### config.mk
export PLATFORM = sky130hd
export DESIGN_NAME = longitudinal_timecode_generator
export DESIGN_NICKNAME = d
export VERILOG_FILES = /design/src/ltc_pkg.sv /design/src/longitudinal_timecode_generator.sv /design/src/code_fifo.sv /design/src/word_buffer_ram.sv
export SDC_FILE = /design/constraint.sdc
export NUM_CORES = 1
export LEC_CHECK = 0
export BUFFER_PORTS_ARGS = -buffer_cell sky130_fd_sc_hd__buf_4
export CORE_MARGIN = 8
export CORE_UTILIZATION = 65
export CTS_BUF_LIST = sky130_fd_sc_hd__clkbuf_4
export CTS_CLUSTER_SIZE = 16
export DETAILED_ROUTE_END_ITERATION = 8
export GPL_TIMING_DRIVEN = 0
export PLACE_DENSITY = 0.88
export SLEW_MARGIN = 20
export SYNTH_ARGS = -nofsm -noshare
export SYNTH_HDL_FRONTEND = slang
export SYNTH_HIERARCHICAL = 1
export SYNTH_SLANG_ARGS = --single-unit
### constraint.sdc
create_clock -name core_clk_i -period 4.25 [get_ports core_clk_i]
set_input_delay 0.2125 -clock core_clk_i [delete_from_list [all_inputs] [get_ports core_clk_i]]
set_output_delay 0.2125 -clock core_clk_i [all_outputs]
set_load 0.03 [all_outputs]
### src/ltc_pkg.sv
// ----------------------------------------------------------------
// Shared constants of the time code generator
// ----------------------------------------------------------------
package ltc_pkg;

    localparam int WORD_W = 16;
    localparam int WORDS = 5;
    localparam int CODE_BITS = 80;
    localparam int SEL_W = 3;
    localparam int BANK_AW = 4;

    // Word select of each code word (byte address / 2)
    localparam logic [SEL_W-1:0] SEL_FRAMES = 3'h0;
    localparam logic [SEL_W-1:0] SEL_SECONDS = 3'h1;
    localparam logic [SEL_W-1:0] SEL_MINUTES = 3'h2;
    localparam logic [SEL_W-1:0] SEL_HOURS = 3'h3;
    localparam logic [SEL_W-1:0] SEL_SYNC = 3'h4;
    localparam logic [SEL_W-1:0] LAST_LOAD_IDX = 3'h4;

    localparam logic [15:0] SYNC_WORD_VALUE = 16'hbffc;

    localparam int FIFO_DEPTH = 8;
    localparam int FIFO_W = SEL_W + WORD_W;

    // Two-flop pin bundle layout
    localparam int SYNC_W = 24;
    localparam int PIN_EN = 0;
    localparam int PIN_STD = 1;
    localparam int PIN_REF = 2;
    localparam int PIN_DATA = 3;
    localparam int PIN_SEL = 19;
    localparam int PIN_QUAL = 22;
    localparam int PIN_WCLK = 23;

    // Rates and frame periods
    localparam int CORE_CLK_MHZ = 50;
    localparam int VIDEO_CLK_MHZ = 27;
    localparam logic [6:0] TICK_STEP = 7'h1b;
    localparam logic [6:0] TICK_WRAP = 7'h32;
    localparam int FRAME_NS_PAL = 40000000;
    localparam int FRAME_NS_NTSC = 33366667;
    localparam int HALF_W = 14;
    localparam int HALF_BIT_PAL_CNT = FRAME_NS_PAL / 1000 * VIDEO_CLK_MHZ / (2 * CODE_BITS);
    localparam int HALF_BIT_NTSC_CNT = FRAME_NS_NTSC / 1000 * VIDEO_CLK_MHZ / (2 * CODE_BITS);
    localparam logic [6:0] LAST_BIT = 7'h4f;

    typedef enum logic [3:0] {
        ST_IDLE = 4'h1,
        ST_LOAD = 4'h2,
        ST_SEND = 4'h4,
        ST_WAIT = 4'h8
    } tx_state_t;

endpackage : ltc_pkg

### src/longitudinal_timecode_generator.sv
`timescale 1ns/1ps
// What this block does
// - Five sixteen-bit code words, write only
// - Send 80 bits bi-phase mark per frame
// - Reference falling edge starts next frame
// - Two banks: host fills one, other sends
// - Low pulse when a bank is free
// - Missed flag on frame without data
// - Sync word write commits the data set
// - Synchronous mode: qualifier gates each write
// - Asynchronous mode: rising edge captures write
// - Time groups at words zero to three
// - Standard select picks PAL or NTSC timing
// - Enable takes effect at next frame, disable stops output at once
// - Bit timing from 27 MHz video rate
module longitudinal_timecode_generator
    import ltc_pkg::*;
#(
    parameter logic [HALF_W-1:0] HALF_PAL = HALF_W'(HALF_BIT_PAL_CNT),
    parameter logic [HALF_W-1:0] HALF_NTSC = HALF_W'(HALF_BIT_NTSC_CNT)
) (
    input wire logic core_clk_i, // System clock
    input wire logic rst_i, // Sync reset, high
    input wire logic host_write_clock_i, // Host write clock pin
    input wire logic host_write_qualifier_i, // Write enable / chip select
    input wire logic [SEL_W-1:0] host_word_select_i, // Word select
    input wire logic [WORD_W-1:0] host_write_bus_i, // Write data
    output logic host_write_ready_o, // Write FIFO has room
    input wire logic frame_reference_i, // Frame start, falling edge
    input wire logic broadcast_standard_select_i, // 1 PAL, 0 NTSC
    input wire logic code_output_enable_i, // Transmission enable
    output logic code_serial_out_o, // Encoded code stream
    output logic frame_request_n_o, // Bank free pulse, low
    output logic data_missed_flag_o // Underrun status
);
    // ------------------------------------------------------------
    // Pin synchronisers
    // ------------------------------------------------------------
    logic [SYNC_W-1:0] pins;
    logic [SYNC_W-1:0] meta_reg;
    logic [SYNC_W-1:0] sync_reg;
    logic wclk_prev_reg;
    logic ref_prev_reg;
    logic en_s;
    logic std_s;

    assign pins = {host_write_clock_i, host_write_qualifier_i, host_word_select_i,
                   host_write_bus_i, frame_reference_i, broadcast_standard_select_i,
                   code_output_enable_i};
    assign en_s = sync_reg[PIN_EN];
    assign std_s = sync_reg[PIN_STD];

    always_ff @(posedge core_clk_i)
    begin
        if (rst_i)
        begin
            meta_reg <= '0;
            sync_reg <= '0;
            wclk_prev_reg <= 1'b0;
            ref_prev_reg <= 1'b0;
        end
        else
        begin
            meta_reg <= pins;
            sync_reg <= meta_reg;
            wclk_prev_reg <= sync_reg[PIN_WCLK];
            ref_prev_reg <= sync_reg[PIN_REF];
        end
    end

    // ------------------------------------------------------------
    // Host write capture and FIFO
    // ------------------------------------------------------------
    logic host_write;
    logic ref_fall;
    logic fifo_valid;
    logic [FIFO_W-1:0] fifo_data;
    logic drain_ready;
    logic fire;
    logic [SEL_W-1:0] f_sel;
    logic ram_we;
    logic commit;
    tx_state_t state_reg;

    // Same sampled edge serves a free-running clock or a write strobe
    assign host_write = sync_reg[PIN_WCLK] && !wclk_prev_reg
                        && sync_reg[PIN_QUAL];
    assign ref_fall = !sync_reg[PIN_REF] && ref_prev_reg;

    code_fifo #(
        .WIDTH(FIFO_W),
        .DEPTH(FIFO_DEPTH)
    ) u_fifo (
        .core_clk_i(core_clk_i),
        .rst_i(rst_i),
        .in_valid_i(host_write),
        .in_ready_o(host_write_ready_o),
        .in_data_i(sync_reg[PIN_QUAL-1:PIN_DATA]),
        .out_valid_o(fifo_valid),
        .out_ready_i(drain_ready),
        .out_data_o(fifo_data)
    );

    // Drain stalls while a bank is read out and on a reference fall, so commit never meets a swap
    assign drain_ready = (state_reg != ST_LOAD) && !ref_fall;
    assign fire = fifo_valid && drain_ready;
    assign f_sel = fifo_data[FIFO_W-1:WORD_W];
    assign ram_we = fire && (f_sel <= SEL_SYNC);
    assign commit = fire && (f_sel == SEL_SYNC);

    // ------------------------------------------------------------
    // Double buffer banks
    // ------------------------------------------------------------
    logic pending_reg;
    logic wr_bank_reg;
    logic tx_bank_reg;
    logic start;
    logic swap;
    logic [SEL_W-1:0] load_idx_reg;
    logic [WORD_W-1:0] rdata;

    assign start = ref_fall && en_s;
    assign swap = start && pending_reg;

    // No host read port: the banks are write only from the host side
    word_buffer_ram #(
        .AW(BANK_AW),
        .DW(WORD_W)
    ) u_ram (
        .core_clk_i(core_clk_i),
        .we_i(ram_we),
        .waddr_i({wr_bank_reg, f_sel}),
        .wdata_i(fifo_data[WORD_W-1:0]),
        .raddr_i({tx_bank_reg, load_idx_reg}),
        .rdata_o(rdata)
    );

    always_ff @(posedge core_clk_i)
    begin
        if (rst_i)
        begin
            pending_reg <= 1'b0;
            wr_bank_reg <= 1'b0;
            tx_bank_reg <= 1'b1;
        end
        else if (commit)
        begin
            pending_reg <= 1'b1;
        end
        else if (swap)
        begin
            pending_reg <= 1'b0;
            wr_bank_reg <= !wr_bank_reg;
            tx_bank_reg <= wr_bank_reg;
        end
    end

    always_ff @(posedge core_clk_i)
    begin
        if (rst_i)
        begin
            frame_request_n_o <= 1'b1;
        end
        else
        begin
            frame_request_n_o <= !swap;
        end
    end

    always_ff @(posedge core_clk_i)
    begin
        if (rst_i || !en_s)
        begin
            data_missed_flag_o <= 1'b0;
        end
        else if (start && !pending_reg)
        begin
            data_missed_flag_o <= 1'b1;
        end
    end

    // ------------------------------------------------------------
    // Video rate tick
    // ------------------------------------------------------------
    // Fractional step keeps the 27 MHz rate exact on average
    logic [6:0] acc_reg;
    logic [6:0] acc_sum;
    logic tick;

    assign acc_sum = acc_reg + TICK_STEP;
    assign tick = acc_sum >= TICK_WRAP;

    always_ff @(posedge core_clk_i)
    begin
        if (rst_i)
        begin
            acc_reg <= '0;
        end
        else
        begin
            acc_reg <= tick ? acc_sum - TICK_WRAP : acc_sum;
        end
    end

    // ------------------------------------------------------------
    // Transmit state machine
    // ------------------------------------------------------------
    logic rd_valid_reg;
    logic [SEL_W-1:0] cap_cnt_reg;
    logic [HALF_W-1:0] half_cnt_reg;
    logic [HALF_W-1:0] half_len;
    logic half_phase_reg;
    logic [6:0] bit_idx_reg;
    logic [CODE_BITS-1:0] word_reg;
    logic load_done;
    logic half_end;
    logic bit_end;
    logic last_bit;

    assign half_len = std_s ? HALF_PAL : HALF_NTSC;
    assign load_done = (state_reg == ST_LOAD) && rd_valid_reg
                       && (cap_cnt_reg == LAST_LOAD_IDX);
    assign half_end = (state_reg == ST_SEND) && tick
                      && (half_cnt_reg == half_len - 1'b1);
    assign bit_end = half_end && half_phase_reg;
    assign last_bit = bit_end && (bit_idx_reg == LAST_BIT);

    always_ff @(posedge core_clk_i)
    begin
        if (rst_i || !en_s)
        begin
            state_reg <= ST_IDLE;
        end
        else if (start)
        begin
            state_reg <= ST_LOAD;
        end
        else
        begin
            case (state_reg)
                ST_LOAD: if (load_done) state_reg <= ST_SEND;
                ST_SEND: if (last_bit) state_reg <= ST_WAIT;
                ST_IDLE, ST_WAIT: state_reg <= state_reg;
                default: state_reg <= ST_IDLE;
            endcase
        end
    end

    // Words enter from the top so word zero ends at bit zero, sent first
    always_ff @(posedge core_clk_i)
    begin
        if (rst_i || start)
        begin
            load_idx_reg <= '0;
            rd_valid_reg <= 1'b0;
            cap_cnt_reg <= '0;
        end
        else if (state_reg == ST_LOAD)
        begin
            rd_valid_reg <= load_idx_reg <= LAST_LOAD_IDX;
            if (load_idx_reg <= LAST_LOAD_IDX)
            begin
                load_idx_reg <= load_idx_reg + 1'b1;
            end
            if (rd_valid_reg)
            begin
                cap_cnt_reg <= cap_cnt_reg + 1'b1;
            end
        end
    end

    always_ff @(posedge core_clk_i)
    begin
        if (rst_i || !en_s)
        begin
            word_reg <= '0;
            code_serial_out_o <= 1'b0;
            half_cnt_reg <= '0;
            half_phase_reg <= 1'b0;
            bit_idx_reg <= '0;
        end
        else if (state_reg == ST_LOAD && !start)
        begin
            if (rd_valid_reg)
            begin
                word_reg <= {rdata, word_reg[CODE_BITS-1:WORD_W]};
            end
            if (load_done)
            begin
                code_serial_out_o <= !code_serial_out_o;
                half_cnt_reg <= '0;
                half_phase_reg <= 1'b0;
                bit_idx_reg <= '0;
            end
        end
        else if (state_reg == ST_SEND && tick)
        begin
            half_cnt_reg <= half_end ? '0 : half_cnt_reg + 1'b1;
            if (half_end)
            begin
                half_phase_reg <= !half_phase_reg;
                if (!half_phase_reg && word_reg[0])
                begin
                    code_serial_out_o <= !code_serial_out_o;
                end
                if (bit_end)
                begin
                    word_reg <= {1'b0, word_reg[CODE_BITS-1:1]};
                    bit_idx_reg <= bit_idx_reg + 1'b1;
                    if (!last_bit)
                    begin
                        code_serial_out_o <= !code_serial_out_o;
                    end
                end
            end
        end
    end

    // ------------------------------------------------------------
    // Assertions
    // ------------------------------------------------------------
    property p_req_pulse;
        @(posedge core_clk_i) disable iff (rst_i) !frame_request_n_o |=> frame_request_n_o;
    endproperty
    a_req_pulse: assert property (p_req_pulse) else $error("request pulse too long");

    property p_req_on_swap;
        @(posedge core_clk_i) disable iff (rst_i) swap |=> !frame_request_n_o && !pending_reg;
    endproperty
    a_req_on_swap: assert property (p_req_on_swap) else $error("no request after swap");

    property p_missed_set;
        @(posedge core_clk_i) disable iff (rst_i) start && !pending_reg |=> data_missed_flag_o;
    endproperty
    a_missed_set: assert property (p_missed_set) else $error("underrun not flagged");

    property p_missed_clr;
        @(posedge core_clk_i) disable iff (rst_i) !en_s |=> !data_missed_flag_o;
    endproperty
    a_missed_clr: assert property (p_missed_clr) else $error("underrun not cleared");

    property p_idle_out;
        @(posedge core_clk_i) disable iff (rst_i) !en_s |=> !code_serial_out_o;
    endproperty
    a_idle_out: assert property (p_idle_out) else $error("output active while off");

    property p_start_load;
        @(posedge core_clk_i) disable iff (rst_i) start |=> state_reg == ST_LOAD;
    endproperty
    a_start_load: assert property (p_start_load) else $error("frame edge ignored");

    property p_load_len;
        @(posedge core_clk_i) disable iff (rst_i || !en_s || ref_fall)
            start ##1 (!ref_fall)[*6] |=> state_reg == ST_SEND;
    endproperty
    a_load_len: assert property (p_load_len) else $error("load not done in six cycles");

    property p_ignore_sel;
        @(posedge core_clk_i) disable iff (rst_i) fire && (f_sel > SEL_SYNC) |-> !ram_we;
    endproperty
    a_ignore_sel: assert property (p_ignore_sel) else $error("high select written");

    property p_commit;
        @(posedge core_clk_i) disable iff (rst_i) commit |=> pending_reg;
    endproperty
    a_commit: assert property (p_commit) else $error("sync write did not commit");

    property p_bank_flip;
        @(posedge core_clk_i) disable iff (rst_i)
            swap |=> wr_bank_reg != $past(wr_bank_reg) && tx_bank_reg == $past(wr_bank_reg);
    endproperty
    a_bank_flip: assert property (p_bank_flip) else $error("banks not exchanged");

    property p_bit_edge;
        @(posedge core_clk_i) disable iff (rst_i || !en_s)
            bit_end && !last_bit && !start |=> code_serial_out_o != $past(code_serial_out_o);
    endproperty
    a_bit_edge: assert property (p_bit_edge) else $error("no transition at bit start");

    c_swap: cover property (@(posedge core_clk_i) disable iff (rst_i) swap);
    c_missed: cover property (@(posedge core_clk_i) disable iff (rst_i) $rose(data_missed_flag_o));
    c_full: cover property (@(posedge core_clk_i) disable iff (rst_i) !host_write_ready_o);
    c_frame_done: cover property (@(posedge core_clk_i) disable iff (rst_i) last_bit);
endmodule : longitudinal_timecode_generator

### src/code_fifo.sv
`timescale 1ns/1ps
// ----------------------------------------------------------------
// Host write FIFO
// ----------------------------------------------------------------
module code_fifo #(
    parameter int WIDTH = 19,
    parameter int DEPTH = 8
) (
    input wire logic core_clk_i, // System clock
    input wire logic rst_i, // Sync reset, high
    input wire logic in_valid_i, // Write offered
    output logic in_ready_o, // Not full
    input wire logic [WIDTH-1:0] in_data_i, // Write data
    output logic out_valid_o, // Not empty
    input wire logic out_ready_i, // Drain accepts
    output logic [WIDTH-1:0] out_data_o // Head entry
);
    localparam int AW = $clog2(DEPTH);

    logic [WIDTH-1:0] mem_reg [DEPTH];
    logic [AW:0] wr_ptr_reg;
    logic [AW:0] rd_ptr_reg;
    logic push;
    logic pop;

    assign out_valid_o = wr_ptr_reg != rd_ptr_reg;
    assign in_ready_o = (wr_ptr_reg[AW-1:0] != rd_ptr_reg[AW-1:0])
                        || (wr_ptr_reg[AW] == rd_ptr_reg[AW]);
    assign push = in_valid_i && in_ready_o;
    assign pop = out_valid_o && out_ready_i;
    assign out_data_o = mem_reg[rd_ptr_reg[AW-1:0]];

    always_ff @(posedge core_clk_i)
    begin
        if (push)
        begin
            mem_reg[wr_ptr_reg[AW-1:0]] <= in_data_i;
        end
    end

    always_ff @(posedge core_clk_i)
    begin
        if (rst_i)
        begin
            wr_ptr_reg <= '0;
            rd_ptr_reg <= '0;
        end
        else
        begin
            if (push)
            begin
                wr_ptr_reg <= wr_ptr_reg + 1'b1;
            end
            if (pop)
            begin
                rd_ptr_reg <= rd_ptr_reg + 1'b1;
            end
        end
    end
endmodule : code_fifo

### src/word_buffer_ram.sv
`timescale 1ns/1ps
// ----------------------------------------------------------------
// Two banks of code words, registered read
// ----------------------------------------------------------------
module word_buffer_ram #(
    parameter int AW = 4,
    parameter int DW = 16
) (
    input wire logic core_clk_i, // System clock
    input wire logic we_i, // Write strobe
    input wire logic [AW-1:0] waddr_i, // Write address
    input wire logic [DW-1:0] wdata_i, // Write data
    input wire logic [AW-1:0] raddr_i, // Read address
    output logic [DW-1:0] rdata_o // Read data, one cycle late
);
    logic [DW-1:0] mem_reg [2**AW];

    always_ff @(posedge core_clk_i)
    begin
        if (we_i)
        begin
            mem_reg[waddr_i] <= wdata_i;
        end
        rdata_o <= mem_reg[raddr_i];
    end
endmodule : word_buffer_ram

==> results of run 1 <==
[metrics by stage]
stage	worst slack [ps]	setup TNS (ps)	hold slack [ps]	power, mW
floorplan	337	0	341	7.22
global placement	-1200	-154330	419	7.40
detailed placement	87.3	0	428	7.47
CTS	77.5	0	47.7	12.4
global route	141	0	72.1	12.8
finish	251	0	119	12.4
[Yosys cell counts (24+ instances only)]
master / n
nand3_1: 25
nor2_1: 144
mux2_2: 24
dfxtp_1: 203
a211oi_2: 50
nor2b_1: 62
nand2_1: 47
mux2i_1: 85
a211oi_1: 30
clkbuf_1: 42
mux4_2: 92
a22oi_1: 32
edfxtp_1: 408
[worst register-to-register path, stage by stage, from the launching register on]
cell and delay, ps:
dfxtp_1 350, clkbuf_1 680, mux4_2 440, mux2_2 380, o21ai_0 200, and3_1 250
or3b_2 550, nor3_2 370, buf_4 260, buf_4 210
[power breakdown]
| part | internal, mW | switching, mW |
|---|---|---|
| clock network | 2.63 | 2.35 |
| logic | 0.323 | 0.505 |
| registers | 6.50 | 0.0694 |
| total | 9.45 | 2.93 |
[worst paths after layout]
path | startpoint | end | depth (start not counted)
setup / recovery | flop | u_ram/mem_reg[0][6] | 9
hold / removal | host_write_bus_i[4] | meta_reg[7] | 3
setup reg to reg | flop | u_ram/mem_reg[0][6] | 9
hold reg to reg | meta_reg[1] | sync_reg[1] | 1
[cell type report]
cell class	count	share of cell area
clock inverter	36	0.00913
sequential	611	0.592
multi-input combinational	784	0.266
tap	468	0.0212
antenna	1	0.0000908
inverter	14	0.00191
timing repair buffer	96	0.0290
buffer	86	0.0176
clock buffer	232	0.0632
[what timing repair did]
action                     in CTS  in global routing
setup buffers                   0                  0
hold endpoints to repair       32                  0
hold buffers                   25                  0
setup endpoints to repair       0                  8
resized for setup               0                  4
[logic make-up (layout without fill, tap and decap cells)]
logic type	after synthesis	in the layout	share of synthesized area
other	0	1	0
AND/OR/NAND/NOR	353	353	0.0730
flip-flops	611	611	0.678
adder cells (fa/ha/maj)	12	12	0.00624
multiplexers	214	214	0.145
XOR/XNOR	31	31	0.0113
AO/OA/AOI/OAI	174	174	0.0644
buffers and inverters	100	464	0.0222
[per-layer routing]
layer / up-vias / track usage / part of all wire
met5: - / 0 / 0
met1: 7263 / 0.289 / 0.36
met2: 809 / 0.463 / 0.53
met3: 159 / 0.0598 / 0.076
li1: 6372 / - / -
met4: 0 / 0.120 / 0.036
==> impl_metrics.csv, run 1 <==
group,metric,value,unit
status,outcome,"complete, no violations",
yosys,synth-edff-count,408,
yosys,ys_ff_latch,611,
layout,mostFrequentLayoutCells,"edfxtp_1, clkbuf_4, dfxtp_1",
yosys,avgSynthCellArea,16.1,um2
clock_tree,numCtsBuffers,146,
yosys,synth_top_cell_by_area,"edfxtp_1",
clock_tree,cts.sinks,611,
global_routing,grt_pass1_wl,86.2,mm
worst_setup_path,cp-end-kind,"flop",
timing,min_period,4000,ps
layout,fin_area,27600,um2
yosys,ys_warn_count,6,
die,initial_utilization,0.659,
yosys,yosysSeqAreaShare,0.678,
timing,finalCritPeriodShare,0.941,
clock_tree,clockBufferDepth,3,
yosys,syn-cell-area,24100,um2
clock_tree,clkTransAtPathRegs,70,ps
timing,finClkSkew,60.1,ps
timing,hold_viol_final,0,
yosys,synth_top_area_share,0.509,
timing,finalSetupViolCount,0,
worst_setup_path,reg2reg_slack,250,ps
layout,fillers,1955,
pwr,peakVddDrop,376,uV
worst_setup_path,critPathRequiredTime,4800,ps
route,ant_nets,0,
global_routing,grt_start_max_net_pins,20,
place,placed_cell_area,25300,um2
hold_path,holdCritPathClass,"primary input to flop",
worst_setup_path,path_buf_inv,3,
die,die_area,43400,um2
global_routing,antenna_found_initial,1,
yosys,async_reset_ff_frac,0,
layout,area_growth,14.5,%
yosys,synthCells,1495,
global_routing,grtUsageTotal,0.258,
place,dp.cells,2034,
clock_tree,h-tree-depth,4,
die,die_y,208,um
worst_setup_path,criticalPathCategory,"flop to flop",
clock_tree,cts_root_buf,"clkbuf_4",
worst_setup_path,cp_max_fo,10,
layout,final_common_cell,"edfxtp_1",
place,dp_hpwl,34.6,mm
worst_setup_path,crit_top_cell,"buf_4",
route,drtPass1Iterations,5,
clock_tree,cts_tree,"yes",
route,remaining_drc_errors,0,
global_routing,grt_pass1_vias,15400,
layout,regArea,16300,um2
global_routing,gr-total-overflow,0,
yosys,netlist_top_cells_area,"edfxtp_1, dfxtp_1, mux4_2",
worst_setup_path,crit_chain,"clkbuf_1 > mux4_2 > mux2_2 > o21ai_0 > and3_1 > or3b_2 > nor3_2 > buf_4 > buf_4",
die,die_x,208,um
yosys,synth_ff_type,"edfxtp_1",
worst_setup_path,slowest_stage,"clkbuf_1",
route,wl_per_cell,23.9,um
clock_tree,insertion_delay,860,ps
yosys,synth_fp_nets,1533,
layout,multiInputGateArea,7330,um2
die,rows,70,
layout,utilization,0.755,
layout,drive_gt1_frac,0.306,
layout,largest_register_ffs,256,
worst_setup_path,cpPeakStageDelay,680,ps
pwr,power_density,449,nW/um2
timing,grt_setup_unrepaired,"false",
timing,slew_viol_final,0,
route,viasPerCell,6.27,
worst_setup_path,crit_arrival,4550,ps
timing,max_freq,250,MHz
route,wirelength,55.7,mm
place,portBuffers,28,
die,io_pins,30,
timing,relSlewSlack,0.402,
worst_setup_path,critical_path.top_delay_family,"simple AND/OR/NAND/NOR gates",
die,design.core.area,36500,um2
worst_setup_path,cp-start-kind,"flop",
layout,fin_cells,2328,
route,initialDrtViolationCount,1335,
timing,tightest_slew,897,ps
route,num_vias,14600,
place,place.gp.congestion,0.819,
flow_run,max-cap-violations,0,
pwr,cellLeakagePower,9.70,nW
layout,nNetsFinal,1777,
yosys,ys_types,68,
Power figures use the tool's default switching activity.
==> run 2, diff against run 1 <==
--- a/config.mk
+++ b/config.mk
@@ -6,7 +6,6 @@
 export NUM_CORES = 1
 export LEC_CHECK = 0
 export BUFFER_PORTS_ARGS = -buffer_cell sky130_fd_sc_hd__buf_4
-export CORE_MARGIN = 8
 export CORE_UTILIZATION = 65
 export CTS_BUF_LIST = sky130_fd_sc_hd__clkbuf_4
 export CTS_CLUSTER_SIZE = 16
==> run 2 against run 1 <==
Against the previous run: critical path depth down 2; worst hold slack better by 22 ps; cell count down 0.26%; critical path type unchanged; global-route usage up 3.3 points; largest power group unchanged; clock skew up 7.0 ps; largest cell class unchanged; setup slack worse by 230 ps; combinational power down 2%; highest routed layer unchanged; via count down 2.0%; sequential share of layout area up 0.078 points.
==> impl_metrics.csv, run 2 (synthesized netlist as in run 1, its figures left out) <==
group,metric,value,unit
timing,holdWs,142,ps
timing,slew_viol_final,0,
hold_path,worst_hold_startpoint,"host_write_bus_i[5]",
layout,multiInputGateArea,7330,um2
global_routing,antenna_found_initial,1,
hold_path,holdCritPathClass,"primary input to flop",
layout,drive_gt1_frac,0.298,
clock_tree,clockBufferDepth,3,
worst_setup_path,crit_arrival,4660,ps
layout,area_growth,14.3,%
place,place.gp.congestion,0.835,
layout,mostFrequentLayoutCells,"edfxtp_1, clkbuf_4, dfxtp_1",
die,die_area,37800,um2
route,initialDrtViolationCount,1132,
die,die_x,194,um
route,drtPass1Iterations,8,
worst_setup_path,critPathRequiredTime,4680,ps
pwr,power_density,451,nW/um2
worst_setup_path,cp-end-kind,"flop",
clock_tree,cts_root_buf,"clkbuf_4",
worst_setup_path,cp-start-kind,"flop",
worst_setup_path,criticalPathCategory,"flop to flop",
worst_setup_path,critical_path.top_delay_family,"simple AND/OR/NAND/NOR gates",
clock_tree,insertion_delay,860,ps
worst_setup_path,slowest_stage,"nor2_2",
clock_tree,h-tree-depth,4,
pwr,finalPower,12.4,mW
die,initial_utilization,0.659,
timing,setup_ws,16.8,ps
worst_setup_path,cpPeakStageDelay,770,ps
status,outcome,"complete, no violations",
pwr,peakVddDrop,401,uV
worst_setup_path,crit_chain,"clkbuf_1 > clkbuf_1 > mux2_2 > o21ai_0 > and3_1 > or3b_2 > nor2_2",
timing,tightest_slew,982,ps
place,dp_hpwl,33.9,mm
global_routing,grtUsageTotal,0.291,
timing,setup_tns,0,ps
place,dp.cells,2028,
clock_tree,cts_setup_buffers,0,
timing,finClkSkew,67.2,ps
layout,final_common_cell,"edfxtp_1",
clock_tree,clkTransAtPathRegs,80,ps
layout,fillers,1994,
layout,regArea,16300,um2
timing,min_period,4230,ps
clock_tree,numCtsBuffers,149,
die,io_pins,30,
global_routing,grt_pass1_vias,15300,
die,design.core.area,36500,um2
timing,max_freq,236,MHz
route,num_vias,14300,
timing,hold_viol_final,0,
route,remaining_drc_errors,0,
worst_setup_path,crit_top_cell,"clkbuf_1",
timing,grt_setup_unrepaired,"true",
die,die_y,194,um
layout,largest_register_ffs,256,
layout,nNetsFinal,1774,
route,wl_per_cell,23.1,um
clock_tree,cts.sinks,611,
clock_tree,cts_tree,"yes",
timing,finalSetupViolCount,0,
worst_setup_path,path_buf_inv,2,
route,ant_nets,0,
global_routing,gr-total-overflow,0,
worst_setup_path,cp_max_fo,16,
global_routing,grt_start_max_net_pins,20,
place,place_ws,61.3,ps
pwr,cellLeakagePower,9.66,nW
timing,finalCritPeriodShare,0.996,
timing,relSlewSlack,0.345,
layout,fin_cells,2322,
place,portBuffers,28,
route,viasPerCell,6.16,
die,rows,70,
flow_run,max-cap-violations,0,
route,wirelength,53.5,mm
global_routing,grt_pass1_wl,83.3,mm
[run 2: metal layers]
layer | up-vias | GRT usage | share of wire
met5 | - | 0 | 0
met4 | 0 | 0.131 | 0.031
met3 | 141 | 0.0606 | 0.068
met2 | 703 | 0.521 | 0.53
met1 | 7100 | 0.337 | 0.37
li1 | 6360 | - | -
[run 2: worst paths after layout]
path / slack [ps] / to / cells past startpoint
worst max-delay path: 20 / u_ram/mem_reg[2][13] / 7
worst min-delay path: 140 / meta_reg[8] / 3
worst max register to register: 20 / u_ram/mem_reg[2][13] / 7
worst min register to register: 410 / sync_reg[5] / 1
[run 2: where the power goes]
group / total, mW / internal, mW / switching, mW
Combinational: 0.813 / 0.322 / 0.491
Clock: 5.04 / 2.73 / 2.32
Sequential: 6.57 / 6.50 / 0.0694
Total: 12.4 / 9.55 / 2.88
[run 2: repair_timing]
| action | in CTS | in global routing |
|---|---|---|
| setup endpoints to repair | 1 | 45 |
| hold buffers | 25 | 0 |
| gates resized for setup | 0 | 2 |
| endpoints found under the hold margin | 32 | 0 |
| pin swaps | 0 | 0 |
[run 2: area by class of cell]
class	count	share of cell area
clock inverters	43	0.0114
inverters	14	0.00191
multi-input cells	784	0.266
flip-flops and latches	611	0.593
clock buffers	225	0.0614
plain buffers	86	0.0176
repair buffers	90	0.0274
diodes	1	0.0000909
well taps	468	0.0213
[run 2: per-stage QoR]
step / area, um2 / utilization
finish: 27500 / 0.754
global route: 27500 / 0.754
CTS: 27500 / 0.753
detailed placement: 25300 / 0.692
global placement: 24900 / 0.681
floorplan: 24100 / -
[run 2: worst reg2reg max path: stages (launching register included)]
cell      delay [ps]
dfxtp_1          310
clkbuf_1         560
clkbuf_1         650
mux2_2           540
o21ai_0          220
and3_1           240
or3b_2           550
nor2_2           770
==> run 3, diff against run 2 <==
--- a/config.mk
+++ b/config.mk
@@ -12,6 +12,7 @@
 export DETAILED_ROUTE_END_ITERATION = 8
 export GPL_TIMING_DRIVEN = 0
 export PLACE_DENSITY = 0.88
+export REMOVE_ABC_BUFFERS = 1
 export SLEW_MARGIN = 20
 export SYNTH_ARGS = -nofsm -noshare
 export SYNTH_HDL_FRONTEND = slang
==> run 3 against run 2 <==
Against the previous run: register-to-register slack improved by 160 ps; cell count decreased by 2.9%; final area increased by 0.14%; non-clock buffer count decreased by 54; maximum frequency increased by 4.0%; global-route usage increased by 1.5 points; critical path depth increased by 1; via count increased by 1.7%; clock power increased by 3%; largest cell class unchanged.
==> impl_metrics.csv, run 3 (synthesized netlist as in run 1, its figures left out) <==
group,metric,value,unit
worst_setup_path,cp-start-kind,"flop",
place,place_ws,370,ps
timing,finalCritPeriodShare,0.958,
worst_setup_path,crit_chain,"buf_16 > mux4_2 > mux2_2 > o21ai_0 > and3_1 > or3b_2 > nor2_2 > buf_6",
layout,final_common_cell,"edfxtp_1",
layout,utilization,0.755,
place,dp_hpwl,29.9,mm
timing,setup_ws,179,ps
layout,area_growth,14.5,%
worst_setup_path,crit_arrival,4580,ps
flow_run,max-cap-violations,0,
global_routing,grt_pass1_wl,87.0,mm
die,design.core.area,36500,um2
pwr,power_density,456,nW/um2
place,portBuffers,29,
route,drtPass1Iterations,6,
die,initial_utilization,0.659,
pwr,seqPwrFrac,0.523,
worst_setup_path,cp-end-kind,"flop",
die,rows,70,
pwr,cellLeakagePower,9.61,nW
timing,finalSetupViolCount,0,
layout,mostFrequentLayoutCells,"edfxtp_1, clkbuf_4, dfxtp_1",
worst_setup_path,cp_max_fo,32,
timing,relSlewSlack,0.309,
route,wl_per_cell,24.9,um
die,die_area,37800,um2
route,num_vias,14600,
global_routing,antenna_found_initial,1,
layout,fillers,1892,
timing,slew_viol_final,0,
die,io_pins,30,
global_routing,gr-total-overflow,0,
global_routing,grt_pass1_vias,15200,
clock_tree,cts_hold_buffers,45,
clock_tree,cts_resized,0,
clock_tree,cts_setup_buffers,0,
clock_tree,clkTransAtPathRegs,80,ps
route,ant_nets,0,
place,place.gp.congestion,0.772,
worst_setup_path,criticalPathCategory,"flop to flop",
hold_path,holdCritPathClass,"primary input to flop",
route,initialDrtViolationCount,1313,
clock_tree,clockBufferDepth,3,
worst_setup_path,slowest_stage,"nor2_2",
global_routing,grt_start_max_net_pins,87,
layout,drive_gt1_frac,0.298,
pwr,p_int,9.60,mW
timing,grt_setup_unrepaired,"false",
worst_setup_path,critPathRequiredTime,4760,ps
pwr,clkPwrFrac,0.413,
layout,nNetsFinal,1718,
global_routing,grtUsageTotal,0.306,
clock_tree,cts_tree,"yes",
pwr,peakVddDrop,348,uV
clock_tree,cts.sinks,611,
pwr,comb_power_share,0.064,
route,remaining_drc_errors,0,
hold_path,worst_hold_startpoint,"host_write_bus_i[15]",
timing,hold_viol_final,0,
worst_setup_path,cpPeakStageDelay,680,ps
timing,finClkSkew,63.9,ps
clock_tree,numCtsBuffers,147,
clock_tree,cts_root_buf,"clkbuf_4",
clock_tree,insertion_delay,850,ps
die,die_y,194,um
timing,max_freq,246,MHz
route,wirelength,56.1,mm
status,outcome,"complete, no violations",
timing,tightest_slew,1030,ps
pwr,swShare,0.237,
layout,largest_register_ffs,256,
clock_tree,h-tree-depth,4,
pwr,p_sw,2.98,mW
route,viasPerCell,6.46,
timing,min_period,4070,ps
die,die_x,194,um
[run 3: cell types whose count changed in the layout (fill, tap and decap cells not counted), moves of 11 or more]
| cell | delta |
|---|---|
| clkbuf_1 | -41 |
| dlygate4sd3_1 | +20 |
| buf_2 | -17 |
| clkinv_1 | -13 |
| buf_6 | -12 |
| buf_4 | -11 |
[run 3: final timing paths]
check / endpoint / slack [ps] / cells past startpoint
max: u_ram/mem_reg[1][6] / 180 / 8
min: meta_reg[18] / 240 / 3
max reg2reg: u_ram/mem_reg[1][6] / 180 / 8
min reg2reg: sync_reg[13] / 420 / 1
[run 3: metal layers]
layer | GRT usage | vias up | part of all wire
li1 | - | 6222 | -
met1 | 0.349 | 7198 | 0.35
met2 | 0.540 | 900 | 0.53
met3 | 0.0731 | 234 | 0.079
met4 | 0.152 | 0 | 0.048
met5 | 0 | - | 0
[run 3: power by group through the flow]
stage / sequential [mW] / combinational (mW) / clock [mW]
final: 6.59 / 0.800 / 5.19
after global routing: 6.59 / 0.849 / 5.56
after CTS: 6.58 / 0.773 / 5.17
after global placement: 6.73 / 0.618 / 0
after detailed placement: 6.71 / 0.726 / 0
after floorplan: 6.70 / 0.500 / 0
[run 3: area by class of cell]
type                    count  area (um2)  area share
diodes                      1        2.50   0.0000908
inverters                  14        52.6     0.00191
clock inverters            30         299      0.0109
multi-input cells         784        7380       0.268
well taps                 468         586      0.0212
flip-flops and latches    611       16300       0.592
repair buffers            122        1230      0.0446
clock buffers             224        1680      0.0610
[run 3: critical path: cells and delay by family (launching register included)]
family	cells	cell delay, ps
compound gates	1	220
simple gates	3	1580
buf+inv	2	520
flops	1	460
mux	2	960
[run 3: through the flow]
stage               cells  hold slack (ps)  power (mW)  cell area (um2)  setup TNS, ps
global route         2254              176        13.0            27600              0
CTS                  2253              166        12.5            27500              0
floorplan            1409              279        7.20            23600         -70850
global placement     1906              422        7.34            24400        -671960
detailed placement   1954              423        7.43            25100              0
finish               2254              242        12.6            27600              0
